File: src/hdl/adc_pkg.sv
// Package for the sound command interpreter: opcodes, states, carriers
package adc_pkg;
  // ****************************************
  // Port map
  // ****************************************
  localparam logic [1:0] ADDR_CMD = 2'h0;
  localparam logic [1:0] ADDR_STAT = 2'h1;
  localparam logic [1:0] ADDR_DMA = 2'h2;
  localparam logic [1:0] ADDR_CTRL = 2'h3;
  localparam logic [7:0] READ_ONE = 8'h01;
  localparam logic [7:0] ALL_ONES = 8'hff;
  localparam logic [7:0] GPO_RESET = 8'h00;
  localparam logic [3:0] GAIN_RESET = 4'h0;
  localparam logic [15:0] COUNT_RESET = 16'h0000;
  // ****************************************
  // Opcodes
  // ****************************************
  localparam logic [7:0] OP_BLKSIZE = 8'h48;
  localparam logic [7:0] OP_CMP_LO = 8'h64;
  localparam logic [7:0] OP_CMP_LOR = 8'h65;
  localparam logic [7:0] OP_CMP_MD = 8'h66;
  localparam logic [7:0] OP_CMP_MDR = 8'h67;
  localparam logic [7:0] OP_CMP_HI = 8'h6a;
  localparam logic [7:0] OP_CMP_HIR = 8'h6b;
  localparam logic [7:0] OP_CMP_REC = 8'h6e;
  localparam logic [7:0] OP_CMP_RECR = 8'h6f;
  localparam logic [7:0] OP_AD4 = 8'h74;
  localparam logic [7:0] OP_AD4R = 8'h75;
  localparam logic [7:0] OP_AD26 = 8'h76;
  localparam logic [7:0] OP_AD26R = 8'h77;
  localparam logic [7:0] OP_AD2 = 8'h7a;
  localparam logic [7:0] OP_AD2R = 8'h7b;
  localparam logic [7:0] OP_SILENCE = 8'h80;
  localparam logic [7:0] OP_AUTO8 = 8'h90;
  localparam logic [7:0] OP_SING8 = 8'h91;
  localparam logic [7:0] OP_HSREC_A = 8'h98;
  localparam logic [7:0] OP_HSREC_S = 8'h99;
  localparam logic [7:0] OP_RESUME = 8'hc1;
  localparam logic [7:0] OP_EXT_ON = 8'hc6;
  localparam logic [7:0] OP_EXT_OFF = 8'hc7;
  localparam logic [7:0] OP_GPO_RD = 8'hce;
  localparam logic [7:0] OP_GPO_WR = 8'hcf;
  localparam logic [7:0] OP_PAUSE = 8'hd0;
  localparam logic [7:0] OP_VOICE_ON = 8'hd1;
  localparam logic [7:0] OP_VOICE_OFF = 8'hd3;
  localparam logic [7:0] OP_CONT = 8'hd4;
  localparam logic [7:0] OP_ONE = 8'hd5;
  localparam logic [7:0] OP_LEG_RD = 8'hd6;
  localparam logic [7:0] OP_LEG_WR = 8'hd7;
  localparam logic [7:0] OP_VOICE_ST = 8'hd8;
  localparam logic [7:0] OP_GAIN_RD = 8'hdc;
  localparam logic [7:0] OP_GAIN_WR = 8'hdd;
  // ****************************************
  // Transfer modes
  // ****************************************
  typedef enum logic [3:0] {
    MODE_NONE = 4'h0, MODE_CMP_LO = 4'h1, MODE_CMP_MD = 4'h2,
    MODE_CMP_HI = 4'h3, MODE_CMP_REC = 4'h4, MODE_AD4 = 4'h5,
    MODE_AD26 = 4'h6, MODE_AD2 = 4'h7, MODE_SILENCE = 4'h8,
    MODE_AUTO8 = 4'h9, MODE_SING8 = 4'ha, MODE_HSREC_A = 4'hb,
    MODE_HSREC_S = 4'hc
  } adc_mode_type;
  typedef enum logic [1:0] {
    ST_IDLE = 2'b00, ST_LOW = 2'b01, ST_HIGH = 2'b11
  } adc_state_type;
  // Start request handed to the DMA engine
  typedef struct packed {
    logic start;
    adc_mode_type mode;
    logic refByte;
    logic record;
    logic autoInit;
    logic [15:0] count;
  } adc_xfer_type;
  // Status outputs
  typedef struct packed {
    logic extEnable;
    logic voiceEnable;
    logic dmaPaused;
    logic resumeReq;
    logic [3:0] inputGain;
    logic [7:0] gpoReg;
  } adc_stat_type;
endpackage : adc_pkg

File: src/hdl/adc_command_set.sv
// Command interpreter for the sound controller command/data port
`timescale 1ns/1ps
module adc_command_set (
  // Clock and reset
  input wire logic ref_clk,
  input wire logic rst_b,
  // Register port
  input wire logic [1:0] busAddr,
  input wire logic [7:0] busWrData,
  input wire logic busWrite,
  input wire logic busRead,
  output logic [7:0] busRdData,
  // DMA engine side
  input wire logic dmaDone,
  output adc_pkg::adc_xfer_type xferReq,
  // Status
  output adc_pkg::adc_stat_type statOut
);
  // ****************************************
  // State
  // ****************************************
  typedef struct packed {
    adc_pkg::adc_state_type st;
    logic [7:0] op;
    logic [7:0] lowByte;
    logic [15:0] blockSize;
    logic [7:0] rdData;
    logic rdValid;
    logic [7:0] busRd;
    logic dmaActive;
    adc_pkg::adc_xfer_type xfer;
    adc_pkg::adc_stat_type stat;
  } adc_regs_type;

  adc_regs_type r_q;
  adc_regs_type r_d;

  // Data bytes a command needs: 0, 1 or 2
  function automatic logic [1:0] dataBytes(input logic [7:0] op);
    logic [1:0] n;
    n = 2'h0;
    case (op)
      adc_pkg::OP_BLKSIZE, adc_pkg::OP_CMP_LO, adc_pkg::OP_CMP_LOR,
      adc_pkg::OP_CMP_MD, adc_pkg::OP_CMP_MDR, adc_pkg::OP_CMP_HI,
      adc_pkg::OP_CMP_HIR, adc_pkg::OP_CMP_REC, adc_pkg::OP_CMP_RECR,
      adc_pkg::OP_AD4, adc_pkg::OP_AD4R, adc_pkg::OP_AD26,
      adc_pkg::OP_AD26R, adc_pkg::OP_AD2, adc_pkg::OP_AD2R,
      adc_pkg::OP_SILENCE: n = 2'h2;
      adc_pkg::OP_GPO_WR, adc_pkg::OP_GAIN_WR,
      adc_pkg::OP_LEG_WR: n = 2'h1;
      default: n = 2'h0;
    endcase
    return n;
  endfunction : dataBytes

  // ****************************************
  // Next state
  // ****************************************
  always_comb begin
    logic [15:0] word;
    logic exec;
    logic [7:0] cmd;
    word = 16'h0000;
    exec = 1'b0;
    cmd = 8'h00;
    r_d = r_q;
    r_d.xfer.start = 1'b0;
    r_d.stat.resumeReq = 1'b0;
    r_d.busRd = 8'h00;
    if (dmaDone) begin
      r_d.dmaActive = 1'b0;
      r_d.stat.dmaPaused = 1'b0;
    end
    if (busRead) begin
      if (busAddr == adc_pkg::ADDR_CMD) begin
        r_d.busRd = r_q.rdData;
        r_d.rdValid = 1'b0;
      end else if (busAddr == adc_pkg::ADDR_STAT) begin
        r_d.busRd = {r_q.rdValid, 5'h00, r_q.st};
      end else if (busAddr == adc_pkg::ADDR_DMA) begin
        r_d.busRd = {r_q.xfer.mode, r_q.xfer.refByte, r_q.xfer.record,
                     r_q.dmaActive, r_q.stat.dmaPaused};
      end else begin
        r_d.busRd = {4'h0, r_q.stat.inputGain};
      end
    end
    if (busWrite && busAddr == adc_pkg::ADDR_CMD) begin
      case (r_q.st)
        adc_pkg::ST_IDLE: begin
          r_d.op = busWrData;
          if (dataBytes(busWrData) == 2'h0) begin
            exec = 1'b1;
            cmd = busWrData;
          end else begin
            r_d.st = adc_pkg::ST_LOW;
          end
        end
        adc_pkg::ST_LOW: begin
          r_d.lowByte = busWrData;
          if (dataBytes(r_q.op) == 2'h1) begin
            exec = 1'b1;
            cmd = r_q.op;
            word = {8'h00, busWrData};
            r_d.st = adc_pkg::ST_IDLE;
          end else begin
            r_d.st = adc_pkg::ST_HIGH;
          end
        end
        default: begin
          exec = 1'b1;
          cmd = r_q.op;
          word = {busWrData, r_q.lowByte};
          r_d.st = adc_pkg::ST_IDLE;
        end
      endcase
    end
    if (exec) begin
      // Odd opcodes of the pair carry the reference byte flag
      if (cmd[7:4] == 4'h6 || cmd[7:4] == 4'h7) begin
        r_d.xfer.start = 1'b1;
        r_d.xfer.refByte = cmd[0];
        r_d.xfer.record = 1'b0;
        r_d.xfer.autoInit = 1'b0;
        r_d.xfer.count = word;
        r_d.dmaActive = 1'b1;
        r_d.stat.dmaPaused = 1'b0;
        case ({cmd[7:1], 1'b0})
          adc_pkg::OP_CMP_LO: r_d.xfer.mode = adc_pkg::MODE_CMP_LO;
          adc_pkg::OP_CMP_MD: r_d.xfer.mode = adc_pkg::MODE_CMP_MD;
          adc_pkg::OP_CMP_HI: r_d.xfer.mode = adc_pkg::MODE_CMP_HI;
          adc_pkg::OP_CMP_REC: begin
            r_d.xfer.mode = adc_pkg::MODE_CMP_REC;
            r_d.xfer.record = 1'b1;
          end
          adc_pkg::OP_AD4: r_d.xfer.mode = adc_pkg::MODE_AD4;
          adc_pkg::OP_AD26: r_d.xfer.mode = adc_pkg::MODE_AD26;
          adc_pkg::OP_AD2: r_d.xfer.mode = adc_pkg::MODE_AD2;
          default: begin
            // Unknown codes in this range leave the last request intact
            r_d.xfer = r_q.xfer;
            r_d.xfer.start = 1'b0;
            r_d.dmaActive = r_q.dmaActive;
            r_d.stat.dmaPaused = r_q.stat.dmaPaused;
          end
        endcase
      end
      case (cmd)
        adc_pkg::OP_BLKSIZE: r_d.blockSize = word;
        adc_pkg::OP_SILENCE: begin
          r_d.xfer.start = 1'b1;
          r_d.xfer.mode = adc_pkg::MODE_SILENCE;
          r_d.xfer.refByte = 1'b0;
          r_d.xfer.record = 1'b0;
          r_d.xfer.autoInit = 1'b0;
          r_d.xfer.count = word;
        end
        adc_pkg::OP_AUTO8, adc_pkg::OP_SING8,
        adc_pkg::OP_HSREC_A, adc_pkg::OP_HSREC_S: begin
          r_d.xfer.start = 1'b1;
          r_d.xfer.refByte = 1'b0;
          r_d.xfer.count = r_q.blockSize;
          r_d.xfer.autoInit = ~cmd[0];
          r_d.xfer.record = cmd[3];
          r_d.dmaActive = 1'b1;
          r_d.stat.dmaPaused = 1'b0;
          case (cmd)
            adc_pkg::OP_AUTO8: r_d.xfer.mode = adc_pkg::MODE_AUTO8;
            adc_pkg::OP_SING8: r_d.xfer.mode = adc_pkg::MODE_SING8;
            adc_pkg::OP_HSREC_A: r_d.xfer.mode = adc_pkg::MODE_HSREC_A;
            default: r_d.xfer.mode = adc_pkg::MODE_HSREC_S;
          endcase
        end
        adc_pkg::OP_RESUME: r_d.stat.resumeReq = 1'b1;
        adc_pkg::OP_EXT_ON: r_d.stat.extEnable = 1'b1;
        adc_pkg::OP_EXT_OFF: r_d.stat.extEnable = 1'b0;
        adc_pkg::OP_GPO_RD: begin
          r_d.rdData = r_q.stat.gpoReg;
          r_d.rdValid = 1'b1;
        end
        adc_pkg::OP_GPO_WR: r_d.stat.gpoReg = word[7:0];
        adc_pkg::OP_PAUSE: begin
          if (r_q.dmaActive) begin
            r_d.stat.dmaPaused = 1'b1;
          end
        end
        adc_pkg::OP_CONT: r_d.stat.dmaPaused = 1'b0;
        adc_pkg::OP_VOICE_ON: r_d.stat.voiceEnable = 1'b1;
        adc_pkg::OP_VOICE_OFF: r_d.stat.voiceEnable = 1'b0;
        adc_pkg::OP_VOICE_ST: begin
          r_d.rdData = r_q.stat.voiceEnable ? adc_pkg::ALL_ONES
                                            : 8'h00;
          r_d.rdValid = 1'b1;
        end
        adc_pkg::OP_ONE: begin
          r_d.rdData = adc_pkg::READ_ONE;
          r_d.rdValid = 1'b1;
        end
        // Unsupported legacy pair: no read byte, write byte dropped
        adc_pkg::OP_LEG_RD, adc_pkg::OP_LEG_WR: r_d.op = r_q.op;
        adc_pkg::OP_GAIN_RD: begin
          r_d.rdData = {4'h0, r_q.stat.inputGain};
          r_d.rdValid = 1'b1;
        end
        adc_pkg::OP_GAIN_WR: r_d.stat.inputGain = word[3:0];
        default: r_d.op = r_d.op;
      endcase
    end
  end

  // ****************************************
  // Registers
  // ****************************************
  always_ff @(posedge ref_clk) begin
    if (!rst_b) begin
      r_q <= '0;
      r_q.st <= adc_pkg::ST_IDLE;
      r_q.blockSize <= adc_pkg::COUNT_RESET;
      r_q.stat.extEnable <= 1'b0;
      r_q.stat.gpoReg <= adc_pkg::GPO_RESET;
      r_q.stat.inputGain <= adc_pkg::GAIN_RESET;
      r_q.xfer.mode <= adc_pkg::MODE_NONE;
    end else begin
      r_q <= r_d;
    end
  end

  assign busRdData = r_q.busRd;
  assign xferReq = r_q.xfer;
  assign statOut = r_q.stat;
endmodule : adc_command_set

File: config.mk
export PLATFORM = sky130hd
export DESIGN_NAME = adc_command_set
export DESIGN_NICKNAME = d
export VERILOG_FILES = /design/src/hdl/adc_pkg.sv /design/src/hdl/adc_command_set.sv
export SDC_FILE = /design/constraint.sdc
export NUM_CORES = 1
export LEC_CHECK = 0
export BUFFER_PORTS_ARGS = -buffer_cell sky130_fd_sc_hd__buf_2
export CAP_MARGIN = 5
export CORE_AREA = 5 5 106 148
export CTS_CLUSTER_DIAMETER = 200
export DETAILED_ROUTE_END_ITERATION = 10
export DIE_AREA = 0 0 111 153
export PLACE_DENSITY = 0.54
export RECOVER_POWER = 50
export SYNTH_ARGS = -nofsm -noshare
export SYNTH_HDL_FRONTEND = slang
export SYNTH_SLANG_ARGS = --single-unit
export TNS_END_PERCENT = 1
File: constraint.sdc
create_clock -name ref_clk -period 3.4 [get_ports ref_clk]
set_input_delay 0.17 -clock ref_clk [delete_from_list [all_inputs] [get_ports ref_clk]]
set_output_delay 0.17 -clock ref_clk [all_outputs]
set_load 0.02 [all_outputs]
==> metrics.cfg <==
[status]
outcome = finished, violations left
violations = max-capacitance violations, max-slew violations

[place]
portBuffers = 62
place.gp.congestion = 0.916
dpl.hpwl_microns = 12100

[sta]
setup_viol = 0
slew_viol_final = 38
hold_viol_final = 0
fin_crit_ns = 3.09
worstMarginPinSlew_ns = 1.75
min_period_over_period_pct = 90.9
skew_ns = 0.0120
fmax_ghz = 0.324
fin_setup_tns_ns = 0
max-slew-margin-rel_pct = -17.0
rsz0062_at_grt = no

[global_routing]
grt_pass1_wl_microns = 25500
grt.overflow.total = 0
grt_usage_pct = 18.5
grt_pass1_vias = 4538
grt_start_max_net_pins = 38
antenna_found_initial = 0

[logic_synthesis]
synth_seq_area_share_pct = 36.6
synthesis.nets = 625
synth_area_sq_mm = 0.00504
ys_types = 62
ys_ff_latch = 92
synth_async_sr_flop_share_pct = 0
yosysWarnings = 0
avgSynthCellArea_sq_um = 8.26
ys.flop_type = dfxtp_1
synthCells = 610
synth_edf_count = 0

[power]
p_sw_share_pct = 26.6
power_density_mw_per_mm2 = 407
p_sw_mw = 0.604
power_mw = 2.27
p_leak_nw = 1.97
pwr-share-seq_pct = 48.6
p_comb_share_pct = 7.7
peakVddDrop_mv = 0.207
clkPwrFrac_pct = 43.7
p_int_mw = 1.66

[clock_tree]
cts_setup_buffers = 0
cts_resized = 0
cts_buffers = 9
htree_levels = 3
clkTransAtPathRegs_ns = 0.07
cts_tree = built
clk_path_buf_depth = 2
clock-sinks = 92
clockRootBuffer = clkbuf_16
clkLatencyLatePin_ns = 0.35
hold_buffers = 0

[final_layout]
drive_gt1_share_pct = 13.0
final_nets = 641
layout_common_cells = 92 x dfxtp_1, 64 x a21oi_1, 52 x clkbuf_1
num_antenna_cells = 0
area_delta_synth_final_pct = 10.5
mostFrequentLayoutCell = dfxtp_1

[die]
dieArea_sq_mm = 0.0170
rows = 52
die_w_microns = 111
die_y_microns = 153
io_pins = 63
initial_core_util_pct = 35.4
core_area_sq_mm = 0.0142

[worst_setup_path]
cp-end-kind = flop
path_cells = buf_4, nand4_1, or3_1, o21bai_2, a32oi_1, or3_1, o41ai_4, clkbuf_1, mux2i_1, nor2_1
worstPathRequired_ns = 3.63
worst-path-max-fanout = 8
start_kind = flop
arrival_ns = 3.32
slowest_stage = or3_1
reg2regPathDepth = 10
cpPeakStageDelay_ns = 0.51
crit_top_cell = or3_1
crit_type = reg2reg

[detailed_routing]
wl_per_cell_microns = 19.6
drtPass1Iterations = 5
finalWirelength_microns = 16100
vias_per_cell = 5.67
postRouteAntennaNets = 0
drc = 0
drt_iter0_markers = 372
vias = 4652

[min_path]
holdPathStages = 3
min_path_type = in2reg

[job]
cap_violations = 1

-- critical path, delay by kind of cell, from the launching register on --
kind / cells / cell delay (ns)
simple gates: 4 / 0.96
compound gates: 3 / 0.68
flops: 1 / 0.45
mux: 1 / 0.24
buf+inv: 2 / 0.63
-- layer usage --
metal	vias to the layer above	share of wire [%]	GRT usage (%)
met3	36	4.8	3.20
li1	2229	-	-
met5	-	0	0
met2	165	50	32.6
met1	2222	42	22.2
met4	0	3.3	7.63
-- through the flow --
stage                     hold WS (ns)  area (sq um)  utilization, %  std cells  setup WS (ns)
after floorplan                  0.306          5040               -        610          0.613
after global placement           0.443          5360            37.6        804          0.299
after detailed placement         0.450          5360            37.6        804          0.280
after CTS                        0.141          5650            39.7        820          0.459
after global routing             0.151          5570            39.1        820         0.0923
final                            0.149          5570            39.1        820          0.311
-- final timing paths --
| path | startpoint | slack (ns) | to |
|---|---|---|---|
| worst max-delay path | r_q[90] | 0.31 | r_q[83] |
| worst min-delay path | busWrData[0] | 0.15 | r_q[74] |
| worst max register to register | r_q[90] | 0.31 | r_q[83] |
| worst min register to register | r_q[75] | 0.46 | r_q[75] |
-- power by group through the flow --
stage | Sequential (mW) | Clock, mW | Combinational (mW)
6_report | 1.10 | 0.989 | 0.175
5_1_grt | 1.10 | 1.06 | 0.190
4_1_cts | 1.10 | 1.01 | 0.179
3_5_place_dp | 1.13 | 0 | 0.178
3_3_place_gp | 1.13 | 0 | 0.177
2_1_floorplan | 1.12 | 0 | 0.126
-- sequential cells by signal, indices dropped and copies added, names as in the netlist --
register	flops
busRdData	8
r_q	44
statOut	16
xferReq	24
-- cells in the mapped netlist (2+ instances only) --
| cell | instances | share of area (%) |
|---|---|---|
| a22oi_1 | 16 | 2.4 |
| o21ai_0 | 9 | 0.89 |
| and3_1 | 6 | 0.75 |
| clkbuf_1 | 31 | 2.3 |
| nor4b_1 | 2 | 0.35 |
| a211o_1 | 3 | 0.52 |
| a22o_1 | 8 | 1.4 |
| a32oi_1 | 13 | 2.3 |
| dfxtp_1 | 92 | 37 |
| nand2_1 | 50 | 3.7 |
| o21a_1 | 4 | 0.60 |
| nor2_1 | 51 | 3.8 |
| a31oi_1 | 4 | 0.50 |
| nand3_1 | 18 | 1.8 |
| o211ai_1 | 3 | 0.45 |
| nand2b_1 | 10 | 1.2 |
| or4_1 | 2 | 0.30 |
| mux2i_1 | 25 | 5.0 |
| nor3_1 | 18 | 1.8 |
| a21oi_1 | 64 | 6.4 |
| nor2b_1 | 5 | 0.62 |
| buf_4 | 48 | 7.2 |
| nor3b_1 | 2 | 0.30 |
| a31o_2 | 3 | 0.52 |
| a32o_1 | 4 | 0.79 |
| buf_6 | 2 | 0.45 |
| o311ai_0 | 14 | 2.4 |
| and2_1 | 4 | 0.50 |
| o22ai_1 | 3 | 0.37 |
| a211oi_1 | 5 | 0.75 |
| or3_1 | 2 | 0.25 |
| inv_1 | 12 | 0.89 |
| nor4_1 | 6 | 0.75 |
| or2_2 | 3 | 0.37 |
| nand4_1 | 5 | 0.62 |
| o31ai_1 | 18 | 2.7 |
| mux2_2 | 2 | 0.45 |
| nand3b_1 | 3 | 0.45 |
| buf_2 | 12 | 1.2 |
| buf_1 | 3 | 0.22 |
| xnor2_1 | 2 | 0.35 |
| o21ai_1 | 2 | 0.20 |
| mux4_2 | 2 | 0.89 |
-- layout make-up --
type,instances,area (sq um)
clock buffer,9,225
sequential,92,1840
timing repair buffer,101,556
tap,189,236
clock inverter,7,67.6
multi-input combinational,409,2590
inverter,13,48.8
fill,1478,8680
-- kinds of logic (layout without fill, tap and decap cells) --
logic type,after synthesis,in the layout,synth area share [%]
buffers and inverters,109,130,12.3
multiplexers,29,29,6.31
flip-flops,92,92,36.6
XOR/XNOR,3,3,0.522
AND/OR/NAND/NOR,194,194,19.0
AO/OA/AOI/OAI,183,183,25.3
Note: power is estimated with default switching activity, not from simulation.
